===== src/hdl/vcf_pkg.sv =====
package vcf_pkg;
    // register addresses on the serial configuration port
    localparam logic [7:0]  ADDR_SOFT_RESET   = 8'h00;
    localparam logic [7:0]  ADDR_SECTION_RST  = 8'h03;
    localparam logic [7:0]  ADDR_FRAME_LOW    = 8'h16;
    localparam logic [7:0]  ADDR_FRAME_MID    = 8'h17;
    localparam logic [7:0]  ADDR_FRAME_HIGH   = 8'h18;
    localparam logic [7:0]  ADDR_GAIN_A       = 8'h2A;
    localparam logic [7:0]  ADDR_GAIN_B       = 8'h2B;
    localparam logic [7:0]  ADDR_OUT_FORMAT   = 8'h46;
    // field positions
    localparam int          SOFT_RESET_BIT    = 0;
    localparam int          SECTION_HOLD_BIT  = 5;
    localparam int          FMT_BTC_BIT       = 2;
    localparam int          FMT_MSB_FIRST_BIT = 3;
    localparam int          FMT_SDR_BIT       = 4;
    // reset values of the mirrored words; low word has bit 5 set, bits 1:0 forced
    localparam logic [15:0] FRAME_LOW_RESET   = 16'h0020;
    localparam logic [15:0] FRAME_LOW_FORCE   = 16'h0003;
    localparam logic [15:0] FRAME_MID_RESET   = 16'h0000;
    localparam logic [7:0]  FRAME_HIGH_RESET  = 8'h00;
    localparam logic [15:0] GAIN_RESET        = 16'h0000;
    localparam logic [15:0] FORMAT_RESET      = 16'h0000;
    // serial word layout: 8 address bits then 16 data bits
    localparam int          WORD_BITS         = 24;
    localparam int          FRAME_BITS        = 40;
    // timing
    localparam int          CLK_HZ            = 25_000_000;
    localparam int          OSC_HZ            = 6_000_000;
    // longest period at 6 MHz rounds down to whole cycles (at least two)
    localparam int          OSC_DIV           = (CLK_HZ / OSC_HZ) < 2 ? 2 : (CLK_HZ / OSC_HZ);
    localparam int          RST_PULSE_NS      = 10;
    localparam int          CLK_PERIOD_NS     = 40;
    // least pulse width rounds up, never below one cycle
    localparam int          RST_PULSE_CYC     =
        (RST_PULSE_NS + CLK_PERIOD_NS - 1) / CLK_PERIOD_NS;
    // frame sender states
    typedef enum logic [1:0]
    {
        VCF_IDLE  = 2'b00,
        VCF_LOW   = 2'b01,
        VCF_HIGH  = 2'b10,
        VCF_RESET = 2'b11
    } vcf_state_t;
endpackage : vcf_pkg


===== src/hdl/vcf_frame_tx.sv =====
`timescale 1ns/1ns
// shifts a 40-bit frame out, bit 0 first, over a gated divided clock
module vcf_frame_tx #(
    parameter int BITS = vcf_pkg::FRAME_BITS,
    parameter int DIV  = vcf_pkg::OSC_DIV
) (
    input  wire logic            clk,
    input  wire logic            rstn,
    input  wire logic            hold,
    input  wire logic            start,
    input  wire logic [BITS-1:0] frame,
    output logic                 busy,
    output logic                 sclk,
    output logic                 sdata
);
    // the divider needs a low and a high half, the frame at least two bits
    if (DIV < 2 || BITS < 2)
    begin : g_param_check
        $error("vcf_frame_tx: DIV and BITS must be at least 2");
    end

    localparam int CW = $clog2(DIV + 1);
    localparam int BW = $clog2(BITS + 1);

    vcf_pkg::vcf_state_t state;
    vcf_pkg::vcf_state_t next_state;
    logic [BITS-1:0]     shreg;
    logic [CW-1:0]       div_cnt;
    logic [BW-1:0]       bit_cnt;

    wire half_tick = (div_cnt == CW'(DIV / 2 - 1));
    wire full_tick = (div_cnt == CW'(DIV - 1));
    wire last_bit  = (bit_cnt == BW'(BITS - 1));

    ////////////////////////////////////////////////////////////////////////////////
    // low half: data set up; high half: rising edge samples the stable bit
    always_comb
    begin
        next_state = state;
        unique case (state)
            vcf_pkg::VCF_IDLE:  if (start) next_state = vcf_pkg::VCF_LOW;
            vcf_pkg::VCF_LOW:   if (half_tick) next_state = vcf_pkg::VCF_HIGH;
            vcf_pkg::VCF_HIGH:  if (full_tick)
                                    next_state = last_bit ? vcf_pkg::VCF_IDLE : vcf_pkg::VCF_LOW;
            vcf_pkg::VCF_RESET: next_state = vcf_pkg::VCF_IDLE;
        endcase
        if (hold)
            next_state = vcf_pkg::VCF_RESET;
    end

    assign busy = (state == vcf_pkg::VCF_LOW) || (state == vcf_pkg::VCF_HIGH);

    ////////////////////////////////////////////////////////////////////////////////
    // oscillator runs only while a frame is in flight
    always_ff @(posedge clk or negedge rstn)
    begin
        if (!rstn)
        begin
            state   <= vcf_pkg::VCF_IDLE;
            div_cnt <= '0;
            bit_cnt <= '0;
            shreg   <= '0;
            sclk    <= 1'b0;
            sdata   <= 1'b0;
        end
        else
        begin
            state   <= next_state;
            div_cnt <= (busy && !full_tick && !hold) ? div_cnt + 1'b1 : '0;
            sclk    <= (next_state == vcf_pkg::VCF_HIGH);
            if (state == vcf_pkg::VCF_IDLE && start && !hold)
            begin
                shreg   <= frame >> 1;
                sdata   <= frame[0];
                bit_cnt <= '0;
            end
            else if (state == vcf_pkg::VCF_HIGH && full_tick && !last_bit && !hold)
            begin
                sdata   <= shreg[0];
                shreg   <= shreg >> 1;
                bit_cnt <= bit_cnt + 1'b1;
            end
            else if (next_state != vcf_pkg::VCF_LOW && next_state != vcf_pkg::VCF_HIGH)
                sdata   <= 1'b0;
        end
    end
endmodule : vcf_frame_tx


===== src/hdl/vcf_sync.sv =====
`timescale 1ns/1ns
// two-stage synchroniser for pins from outside the clock domain
module vcf_sync #(
    parameter int W = 1
) (
    input  wire logic         clk,
    input  wire logic         rstn,
    input  wire logic [W-1:0] d,
    output logic      [W-1:0] q
);
    logic [W-1:0] meta;

    ////////////////////////////////////////////////////////////////////////////////
    // first stage is read only by the second
    always_ff @(posedge clk or negedge rstn)
    begin
        if (!rstn)
        begin
            meta <= '0;
            q    <= '0;
        end
        else
        begin
            meta <= d;
            q    <= meta;
        end
    end
endmodule : vcf_sync


===== src/hdl/vcf_top.sv =====
`timescale 1ns/1ns
////////////////////////////////////////////////////////////////////////////////
module vcf_top (
    input  wire logic        clk,
    input  wire logic        rstn,
    input  wire logic        cfg_sclk,
    input  wire logic        cfg_sen_n,
    input  wire logic        cfg_sdata,
    input  wire logic        reset_pin_n,
    output logic             section_serial_clock,
    output logic             section_serial_data,
    output logic             section_select,
    output logic [3:0]       digital_gain [8],
    output logic             out_twos_complement,
    output logic             out_msb_first,
    output logic             out_single_rate,
    output logic             frame_busy
);
    logic        sclk_s;
    logic        sel_s;
    logic        sdata_s;
    logic        rpin_low_s;
    logic        sclk_d;
    logic [4:0]  bit_cnt;
    logic [23:0] shift;
    logic [15:0] frame_low;
    logic [15:0] frame_mid;
    logic [7:0]  frame_high;
    logic        section_reset_hold;
    logic [15:0] gain_a;
    logic [15:0] gain_b;
    logic [15:0] out_format;
    logic [1:0]  rpin_cnt;
    logic        pin_reset;
    logic        pending;
    logic [3:0]  route_code [8];

    // reset image of the low word with its marker bits already forced
    localparam logic [15:0] LOW_DEFAULT = vcf_pkg::FRAME_LOW_RESET | vcf_pkg::FRAME_LOW_FORCE;

    // one address match per register, only on the edge that completes a word
    function automatic logic addr_hit(input logic done, input logic [7:0] a,
                                      input logic [7:0] target);
        return done && (a == target);
    endfunction : addr_hit

    ////////////////////////////////////////////////////////////////////////////////
    // the frame is 16 + 16 + 8 mirrored bits and the counters below are sized for
    // the package values; another choice there needs wider logic here
    if (vcf_pkg::FRAME_BITS != 40)
    begin : g_frame_bits_check
        $error("vcf_top: FRAME_BITS must equal the 40 mirrored bits");
    end
    if (vcf_pkg::WORD_BITS != 24)
    begin : g_word_bits_check
        $error("vcf_top: WORD_BITS must be 8 address plus 16 data bits");
    end
    if (vcf_pkg::RST_PULSE_CYC < 1 || vcf_pkg::RST_PULSE_CYC > 3)
    begin : g_pulse_check
        $error("vcf_top: RST_PULSE_CYC does not fit the 2-bit pulse counter");
    end

    ////////////////////////////////////////////////////////////////////////////////
    // pins from the host and the reset ball cross into clk
    vcf_sync #(.W(4)) u_sync (
        .clk  (clk),
        .rstn (rstn),
        .d    ({cfg_sclk, !cfg_sen_n, cfg_sdata, !reset_pin_n}),
        .q    ({sclk_s, sel_s, sdata_s, rpin_low_s})
    );

    // host serial clock rising edge, taken on synchronised copies only
    // select and reset ball cross inverted, so the synchroniser's reset means idle
    wire         sclk_rise  = sclk_s && !sclk_d && sel_s;
    wire [23:0]  next_shift = {shift[22:0], sdata_s};
    // a word completes every 24 edges; in a burst each word carries its own address
    wire         word_done  = sclk_rise && (bit_cnt == 5'(vcf_pkg::WORD_BITS - 1));
    wire [7:0]   w_addr     = next_shift[23:16];
    wire [15:0]  w_data     = next_shift[15:0];

    // write strobes per register
    wire wr_soft  = addr_hit(word_done, w_addr, vcf_pkg::ADDR_SOFT_RESET);
    wire wr_hold  = addr_hit(word_done, w_addr, vcf_pkg::ADDR_SECTION_RST);
    wire wr_low   = addr_hit(word_done, w_addr, vcf_pkg::ADDR_FRAME_LOW);
    wire wr_mid   = addr_hit(word_done, w_addr, vcf_pkg::ADDR_FRAME_MID);
    wire wr_high  = addr_hit(word_done, w_addr, vcf_pkg::ADDR_FRAME_HIGH);
    wire wr_ga    = addr_hit(word_done, w_addr, vcf_pkg::ADDR_GAIN_A);
    wire wr_gb    = addr_hit(word_done, w_addr, vcf_pkg::ADDR_GAIN_B);
    wire wr_fmt   = addr_hit(word_done, w_addr, vcf_pkg::ADDR_OUT_FORMAT);

    wire soft_reset = wr_soft && w_data[vcf_pkg::SOFT_RESET_BIT];

    // forced marker bits are applied at store time so compare sees them too
    wire [15:0] low_new  = w_data | vcf_pkg::FRAME_LOW_FORCE;
    wire        chg_low  = wr_low  && (low_new != frame_low);
    wire        chg_mid  = wr_mid  && (w_data != frame_mid);
    wire        chg_high = wr_high && (w_data[7:0] != frame_high);
    wire        changed  = chg_low || chg_mid || chg_high;

    // section select follows the pin pulse or the holding bit
    assign section_select = pin_reset || section_reset_hold;
    wire   section_rst    = section_select || soft_reset;

    // control byte fields; markers are rebuilt here so no stored bit can clear them
    wire        section_powerdown_bit = frame_low[2];
    wire        filter_bandwidth_sel  = frame_low[3];
    wire        op_mode_lsb           = frame_low[4];
    wire        op_mode_msb           = frame_low[5];
    wire        amp_gain_lsb          = frame_low[6];
    wire        amp_gain_msb          = frame_low[7];
    wire [7:0]  control_byte          = {amp_gain_msb, amp_gain_lsb, op_mode_msb, op_mode_lsb,
                                         filter_bandwidth_sel, section_powerdown_bit,
                                         vcf_pkg::FRAME_LOW_FORCE[1:0]};

    // channel routing nibbles, channel 1 next to the control byte, lsb at the lower bit
    assign route_code[0] = frame_low[11:8];
    assign route_code[1] = frame_low[15:12];
    assign route_code[2] = frame_mid[3:0];
    assign route_code[3] = frame_mid[7:4];
    assign route_code[4] = frame_mid[11:8];
    assign route_code[5] = frame_mid[15:12];
    assign route_code[6] = frame_high[3:0];
    assign route_code[7] = frame_high[7:4];

    // frame: control byte, then channel codes 1..8 ascending; bit 0 leaves first
    wire [39:0] frame = {route_code[7], route_code[6], route_code[5], route_code[4],
                         route_code[3], route_code[2], route_code[1], route_code[0],
                         control_byte};

    ////////////////////////////////////////////////////////////////////////////////
    // host serial word shifter; deasserted select restarts the word
    always_ff @(posedge clk or negedge rstn)
    begin
        if (!rstn)
        begin
            sclk_d  <= 1'b0;
            bit_cnt <= '0;
            shift   <= '0;
        end
        else
        begin
            sclk_d <= sclk_s;
            // a deselect mid-word drops the partial word, so the next word starts aligned
            if (!sel_s)
                bit_cnt <= '0;
            else if (sclk_rise)
            begin
                shift   <= next_shift;
                bit_cnt <= word_done ? 5'd0 : bit_cnt + 5'd1;
            end
        end
    end

    ////////////////////////////////////////////////////////////////////////////////
    // reset ball low longer than the minimum pulse raises section select
    // the pulse counter saturates, so a long hold of the ball never wraps
    always_ff @(posedge clk or negedge rstn)
    begin
        if (!rstn)
        begin
            rpin_cnt  <= '0;
            pin_reset <= 1'b0;
        end
        else
        begin
            if (!rpin_low_s)
                rpin_cnt <= '0;
            else if (rpin_cnt != 2'(vcf_pkg::RST_PULSE_CYC))
                rpin_cnt <= rpin_cnt + 2'd1;
            // a pulse shorter than one sample may be missed; the 10ns floor is below clk
            pin_reset <= rpin_low_s && (rpin_cnt >= 2'(vcf_pkg::RST_PULSE_CYC - 1));
        end
    end

    ////////////////////////////////////////////////////////////////////////////////
    // mirrored frame words
    // writes that land during a section reset are dropped: the reset wins
    always_ff @(posedge clk or negedge rstn)
    begin
        if (!rstn)
        begin
            frame_low  <= LOW_DEFAULT;
            frame_mid  <= vcf_pkg::FRAME_MID_RESET;
            frame_high <= vcf_pkg::FRAME_HIGH_RESET;
        end
        else if (section_rst)
        begin
            frame_low  <= LOW_DEFAULT;
            frame_mid  <= vcf_pkg::FRAME_MID_RESET;
            frame_high <= vcf_pkg::FRAME_HIGH_RESET;
        end
        else
        begin
            if (wr_low)
                frame_low <= low_new;
            if (wr_mid)
                frame_mid <= w_data;
            if (wr_high)
                frame_high <= w_data[7:0];
        end
    end

    ////////////////////////////////////////////////////////////////////////////////
    // hold bit, digital gain and output format registers
    // soft reset clears these directly; the mirrors are cleared through section_rst
    always_ff @(posedge clk or negedge rstn)
    begin
        if (!rstn)
        begin
            section_reset_hold <= 1'b0;
            gain_a             <= vcf_pkg::GAIN_RESET;
            gain_b             <= vcf_pkg::GAIN_RESET;
            out_format         <= vcf_pkg::FORMAT_RESET;
        end
        else if (soft_reset)
        begin
            section_reset_hold <= 1'b0;
            gain_a             <= vcf_pkg::GAIN_RESET;
            gain_b             <= vcf_pkg::GAIN_RESET;
            out_format         <= vcf_pkg::FORMAT_RESET;
        end
        else
        begin
            if (wr_hold)
                section_reset_hold <= w_data[vcf_pkg::SECTION_HOLD_BIT];
            if (wr_ga)
                gain_a <= w_data;
            if (wr_gb)
                gain_b <= w_data;
            if (wr_fmt)
                out_format <= w_data;
        end
    end

    ////////////////////////////////////////////////////////////////////////////////
    // a change during a frame waits and sends the newest contents afterwards
    // the set wins over the clear, so a change in the idle cycle in which a frame starts is not lost;
    // only one follow-up is queued, however many changes arrive meanwhile
    always_ff @(posedge clk or negedge rstn)
    begin
        if (!rstn)
            pending <= 1'b0;
        else if (section_rst)
            pending <= 1'b0;
        else if (changed)
            pending <= 1'b1;
        else if (!frame_busy)
            pending <= 1'b0;
    end

    vcf_frame_tx #(
        .BITS (vcf_pkg::FRAME_BITS),
        .DIV  (vcf_pkg::OSC_DIV)
    ) u_tx (
        .clk   (clk),
        .rstn  (rstn),
        .hold  (section_rst),
        .start (pending),
        .frame (frame),
        .busy  (frame_busy),
        .sclk  (section_serial_clock),
        .sdata (section_serial_data)
    );

    ////////////////////////////////////////////////////////////////////////////////
    // gain nibbles: 0x2A holds channels 4,3,2,1 from bit 0 up, 0x2B holds 8,7,6,5
    // codes beyond the gain range pass on unchanged; nothing clamps them here
    assign digital_gain[0] = gain_a[15:12];
    assign digital_gain[1] = gain_a[11:8];
    assign digital_gain[2] = gain_a[7:4];
    assign digital_gain[3] = gain_a[3:0];
    assign digital_gain[4] = gain_b[15:12];
    assign digital_gain[5] = gain_b[11:8];
    assign digital_gain[6] = gain_b[7:4];
    assign digital_gain[7] = gain_b[3:0];

    // output format bits; the fixed-one bits of this register are not checked
    assign out_twos_complement = out_format[vcf_pkg::FMT_BTC_BIT];
    assign out_msb_first       = out_format[vcf_pkg::FMT_MSB_FIRST_BIT];
    assign out_single_rate     = out_format[vcf_pkg::FMT_SDR_BIT];
endmodule : vcf_top


===== config.mk =====
export PLATFORM = sky130hd
export DESIGN_NAME = vcf_top
export DESIGN_NICKNAME = d
export VERILOG_FILES = /design/src/hdl/vcf_pkg.sv /design/src/hdl/vcf_frame_tx.sv /design/src/hdl/vcf_sync.sv /design/src/hdl/vcf_top.sv
export SDC_FILE = /design/constraint.sdc
export NUM_CORES = 1
export LEC_CHECK = 0
export BUFFER_PORTS_ARGS = -buffer_cell sky130_fd_sc_hd__buf_2
export CAP_MARGIN = 20
export CORE_MARGIN = 3
export CORE_UTILIZATION = 31
export DETAILED_ROUTE_END_ITERATION = 6
export PLACE_DENSITY = 0.5
export SYNTH_ARGS = -nofsm -noshare
export SYNTH_HDL_FRONTEND = slang
export SYNTH_HIERARCHICAL = 1
export SYNTH_SLANG_ARGS = --single-unit

===== constraint.sdc =====
create_clock -name clk -period 3.9 [get_ports clk]
set_clock_uncertainty 0.2 [all_clocks]
set_input_delay 0.975 -clock clk [delete_from_list [all_inputs] [get_ports clk]]
set_output_delay 0.975 -clock clk [all_outputs]
set_load 0.1 [all_outputs]

==> results by group <==
Clocking
  – H-tree Lvls: 4
  – Cts-stage hold buffer count: 0
  – Max Buffers Root-to-Sink: 2
  – Buffer cell driving the clock tree root: sky130_fd_sc_hd__clkbuf_16
  – Cts bufs inserted: 17
  – Post-CTS Setup Bufs: 0
  – Source-to-sink clock delay at the later pin of the worst-skew pair: 0.43 ns
  – Number of gates resized after cts: 0
  – TritonCTS clock tree: yes
  – Total clock sinks: 165
  – Clock slew at the register clock pins of the worst setup and hold paths: 0.07 ns

Critical path
  – Worst path slowest cell: sky130_fd_sc_hd__or4_1
  – Instance count on the critical path: 9
  – Family with the most delay on the worst path: simple AND/OR/NAND/NOR gates
  – Reg-to-Reg End: u_tx/shreg[14]
  – Data arrival, critical path: 3.31 ns
  – Number of buffers and inverters on the critical path: 1
  – Most common cell type on the critical path: sky130_fd_sc_hd__a21oi_1
  – Category of the critical setup timing path: reg -> reg
  – Critical path startpoint category: flop
  – Crit path required time: 4.00 ns
  – R2R depth: 9
  – Worst R2R Setup Slack: 0.70 ns
  – Slowest stage delay, CP: 0.58 ns
  – Cell-by-cell trace of the critical path: or4_1, nor4_4, nand3_1, nand2_1, and3b_1, o21a_1, buf_4, a21oi_1, a21oi_1
  – R2r startpoint: shift[18]
  – Element type at the critical path end: flop
  – Crit path max fanout: 37

Job
  – Count of max-cap constraint violations: 0

Min path
  – Min-delay worst type: reg -> reg
  – Worst hold path depth: 0
  – Worst hold path startpoint: u_sync/q[0]
  – End point of the worst hold path: pin_reset

Global route
  – Number of antenna violations at the first check in global routing: 0
  – M1 GR Usage: 21.2%
  – Total GRT Usage: 14.1%
  – Remaining Overflow, GRT: 0
  – Via count of the first global-routing pass: 5,282
  – Met2 capacity usage during global routing: 19.9%
  – First-pass GRT wire length: 29,500 um
  – Grt met3 use: 3.69%
  – Top Usage Layer GRT: met1
  – Largest net degree at the start of global routing: 57

Synthesis
  – Share of synthesized registers carrying an async set or reset: 100%
  – Register area share after synthesis: 54.5%
  – Post-synth EDFFs: 0
  – Number of distinct library cell variants in the gate-level netlist after synthesis: 53
  – Most common flop cell mapped by yosys: sky130_fd_sc_hd__dfrtp_1
  – Instance count of the mapped netlist: 749
  – Post-synthesis instance area: 7580 um^2
  – Syn_area_per_cell: 10.1 um^2
  – Yosys reg bits: 165
  – Number of warnings reported in the yosys synthesis log: 6

Die
  – Number of rows in the core area: 56
  – Area of the core: 23,800 um^2
  – Effective utilization at floorplan: 31.9%
  – Die H: 162 um
  – Die area: 26,400 um^2
  – Horizontal die dimension: 162 um
  – Num ports: 45

Layout
  – Area added between synthesis and finish: 14.5%
  – Share of final-layout standard cells stronger than drive strength 1: 17.2%
  – Post-route core utilization: 36.5%
  – Most frequent cells in the layout: 164 x sky130_fd_sc_hd__dfrtp_1, 116 x sky130_fd_sc_hd__a21oi_1, 100 x sky130_fd_sc_hd__nand2_1
  – Commonest non-fill, non-tap cell in the layout: sky130_fd_sc_hd__dfrtp_1
  – Count of filler cells inserted in the layout: 2,410
  – Diode count: 0
  – Flip-flop and latch area: 4130 um^2
  – Net count of the finished layout: 789
  – Multi-input gate area in the final layout: 3170 um^2

Power
  – Worst IR Drop VDD: 0.000296 V
  – Power per standard cell area: 473 nW/um^2
  – LEAKAGE: 4.22 nW

STA
  – Final hold vios: 0
  – Final critical path time including I/O delays and setup: 3.20 ns
  – Summed negative setup slack over all endpoints: 0 ns
  – Relative slew slack: 55.7%
  – Peak Freq: 312 MHz
  – Actual slew at the worst max-slew pin: 0.662 ns
  – Final setup vio count: 0
  – Count of pins over their slew limit: 0
  – RSZ-0062 raised after global routing: false
  – Worst path setup slack after routing: 0.699 ns
  – Final Cycle Share: 82.1%

Place
  – Post-Place Worst Slack: 0.676 ns
  – RD Place Congestion: 0.718
  – Total half-perimeter wirelength after legalization and detailed placement: 11,300 um
  – # port buffers: 44

Detailed routing
  – Number of remaining DRC errors: 0
  – Wirelength, routed: 17,500 um
  – First-pass DRT Iterations: 7
  – Via count normalized by instance count: 4.76
  – Drt first-iter violations: 395
  – Final ANT Viol Nets: 0
  – Average wire per cell in the routed design: 15.8 um
  – DR vias: 5,265

Status
  – Run status: completed
[power breakdown]
group	switching [mW]	total, mW	leakage, nW	internal [mW]
clock network	0.761	1.62	0.280	0.863
registers	0.199	1.98	2.26	1.78
logic	0.314	0.500	1.68	0.187
total	1.27	4.11	4.22	2.83
[sequential cells by signal, indices dropped and copies added, names as in the netlist, 2 cells and up]
register / flops
frame_low: 14
u_tx/div_cnt: 3
gain_b: 16
u_sync/q: 4
out_format: 3
u_tx/bit_cnt: 6
u_sync/meta: 4
gain_a: 16
u_tx/shreg: 39
frame_high: 8
bit_cnt: 5
frame_mid: 16
shift: 23
u_tx/state: 2
[layout make-up]
type / count / area share, %
clock inverters: 14 / 1.51
inverters: 11 / 0.476
well taps: 319 / 4.60
repair buffers: 60 / 4.28
multi-input cells: 518 / 36.5
flip-flops and latches: 165 / 47.6
clock buffers: 18 / 5.06
[Yosys cell counts, types with 3 or more instances]
master / number / share of area, %
sky130_fd_sc_hd__dfrtp_1: 164 / 54
sky130_fd_sc_hd__a21oi_1: 116 / 7.7
sky130_fd_sc_hd__nand2_1: 100 / 5.0
sky130_fd_sc_hd__nor2_1: 79 / 3.9
sky130_fd_sc_hd__mux2i_1: 40 / 5.3
sky130_fd_sc_hd__xor2_1: 30 / 3.5
sky130_fd_sc_hd__clkbuf_1: 28 / 1.4
sky130_fd_sc_hd__buf_2: 27 / 1.8
sky130_fd_sc_hd__nand3_1: 25 / 1.7
sky130_fd_sc_hd__mux2_2: 23 / 3.4
sky130_fd_sc_hd__xnor2_1: 12 / 1.4
sky130_fd_sc_hd__inv_1: 11 / 0.54
sky130_fd_sc_hd__ha_1: 10 / 1.7
sky130_fd_sc_hd__nor2_2: 10 / 0.83
sky130_fd_sc_hd__nand4_1: 7 / 0.58
sky130_fd_sc_hd__nor4_1: 7 / 0.58
sky130_fd_sc_hd__nand3b_1: 5 / 0.50
sky130_fd_sc_hd__o21ai_0: 5 / 0.33
sky130_fd_sc_hd__nand2b_1: 4 / 0.33
sky130_fd_sc_hd__nor2b_1: 4 / 0.33
sky130_fd_sc_hd__o31ai_1: 3 / 0.30
[worst max-delay path by stage]
| stage | from | slack [ns] | to |
|---|---|---|---|
| floorplan | shift[18] | 0.75 | u_tx/bit_cnt[2] |
| global placement | shift[18] | 0.75 | u_tx/shreg[34] |
| CTS | shift[18] | 0.68 | u_tx/shreg[35] |
| finish | shift[18] | 0.70 | u_tx/shreg[14] |
| global route | shift[20] | 0.43 | u_tx/shreg[27] |
| detailed placement | shift[18] | 0.68 | u_tx/shreg[35] |
[cell families after synthesis]
kind of cell             after synthesis  share of synthesized area [%]
adder cells (fa/ha/maj)               10                           1.65
multiplexers                          63                           8.70
AND/OR/NAND/NOR                      263                           16.6
other                                  1                         0.0495
buffers and inverters                 67                           3.86
flip-flops                           165                           54.5
AO/OA/AOI/OAI                        138                           9.77
XOR/XNOR                              42                           4.85
[stage by stage]
| step | power, mW | instance area, um^2 | hold slack, ns | std cells |
|---|---|---|---|---|
| global route | 4.31 | 8680 | 0.164 | 1105 |
| floorplan | 2.34 | 7580 | 0.131 | 750 |
| finish | 4.11 | 8680 | 0.150 | 1105 |
| detailed placement | 2.53 | 8110 | 0.135 | 1073 |
| CTS | 4.17 | 8680 | 0.153 | 1105 |
| global placement | 2.53 | 8110 | 0.131 | 1073 |
[metal layers]
metal,routed length (um),share of wire (%)
met5,0,0
met4,121,0.69
met3,715,4.1
met2,7500,43
met1,9120,52
Note: power is estimated with default switching activity, not from simulation.
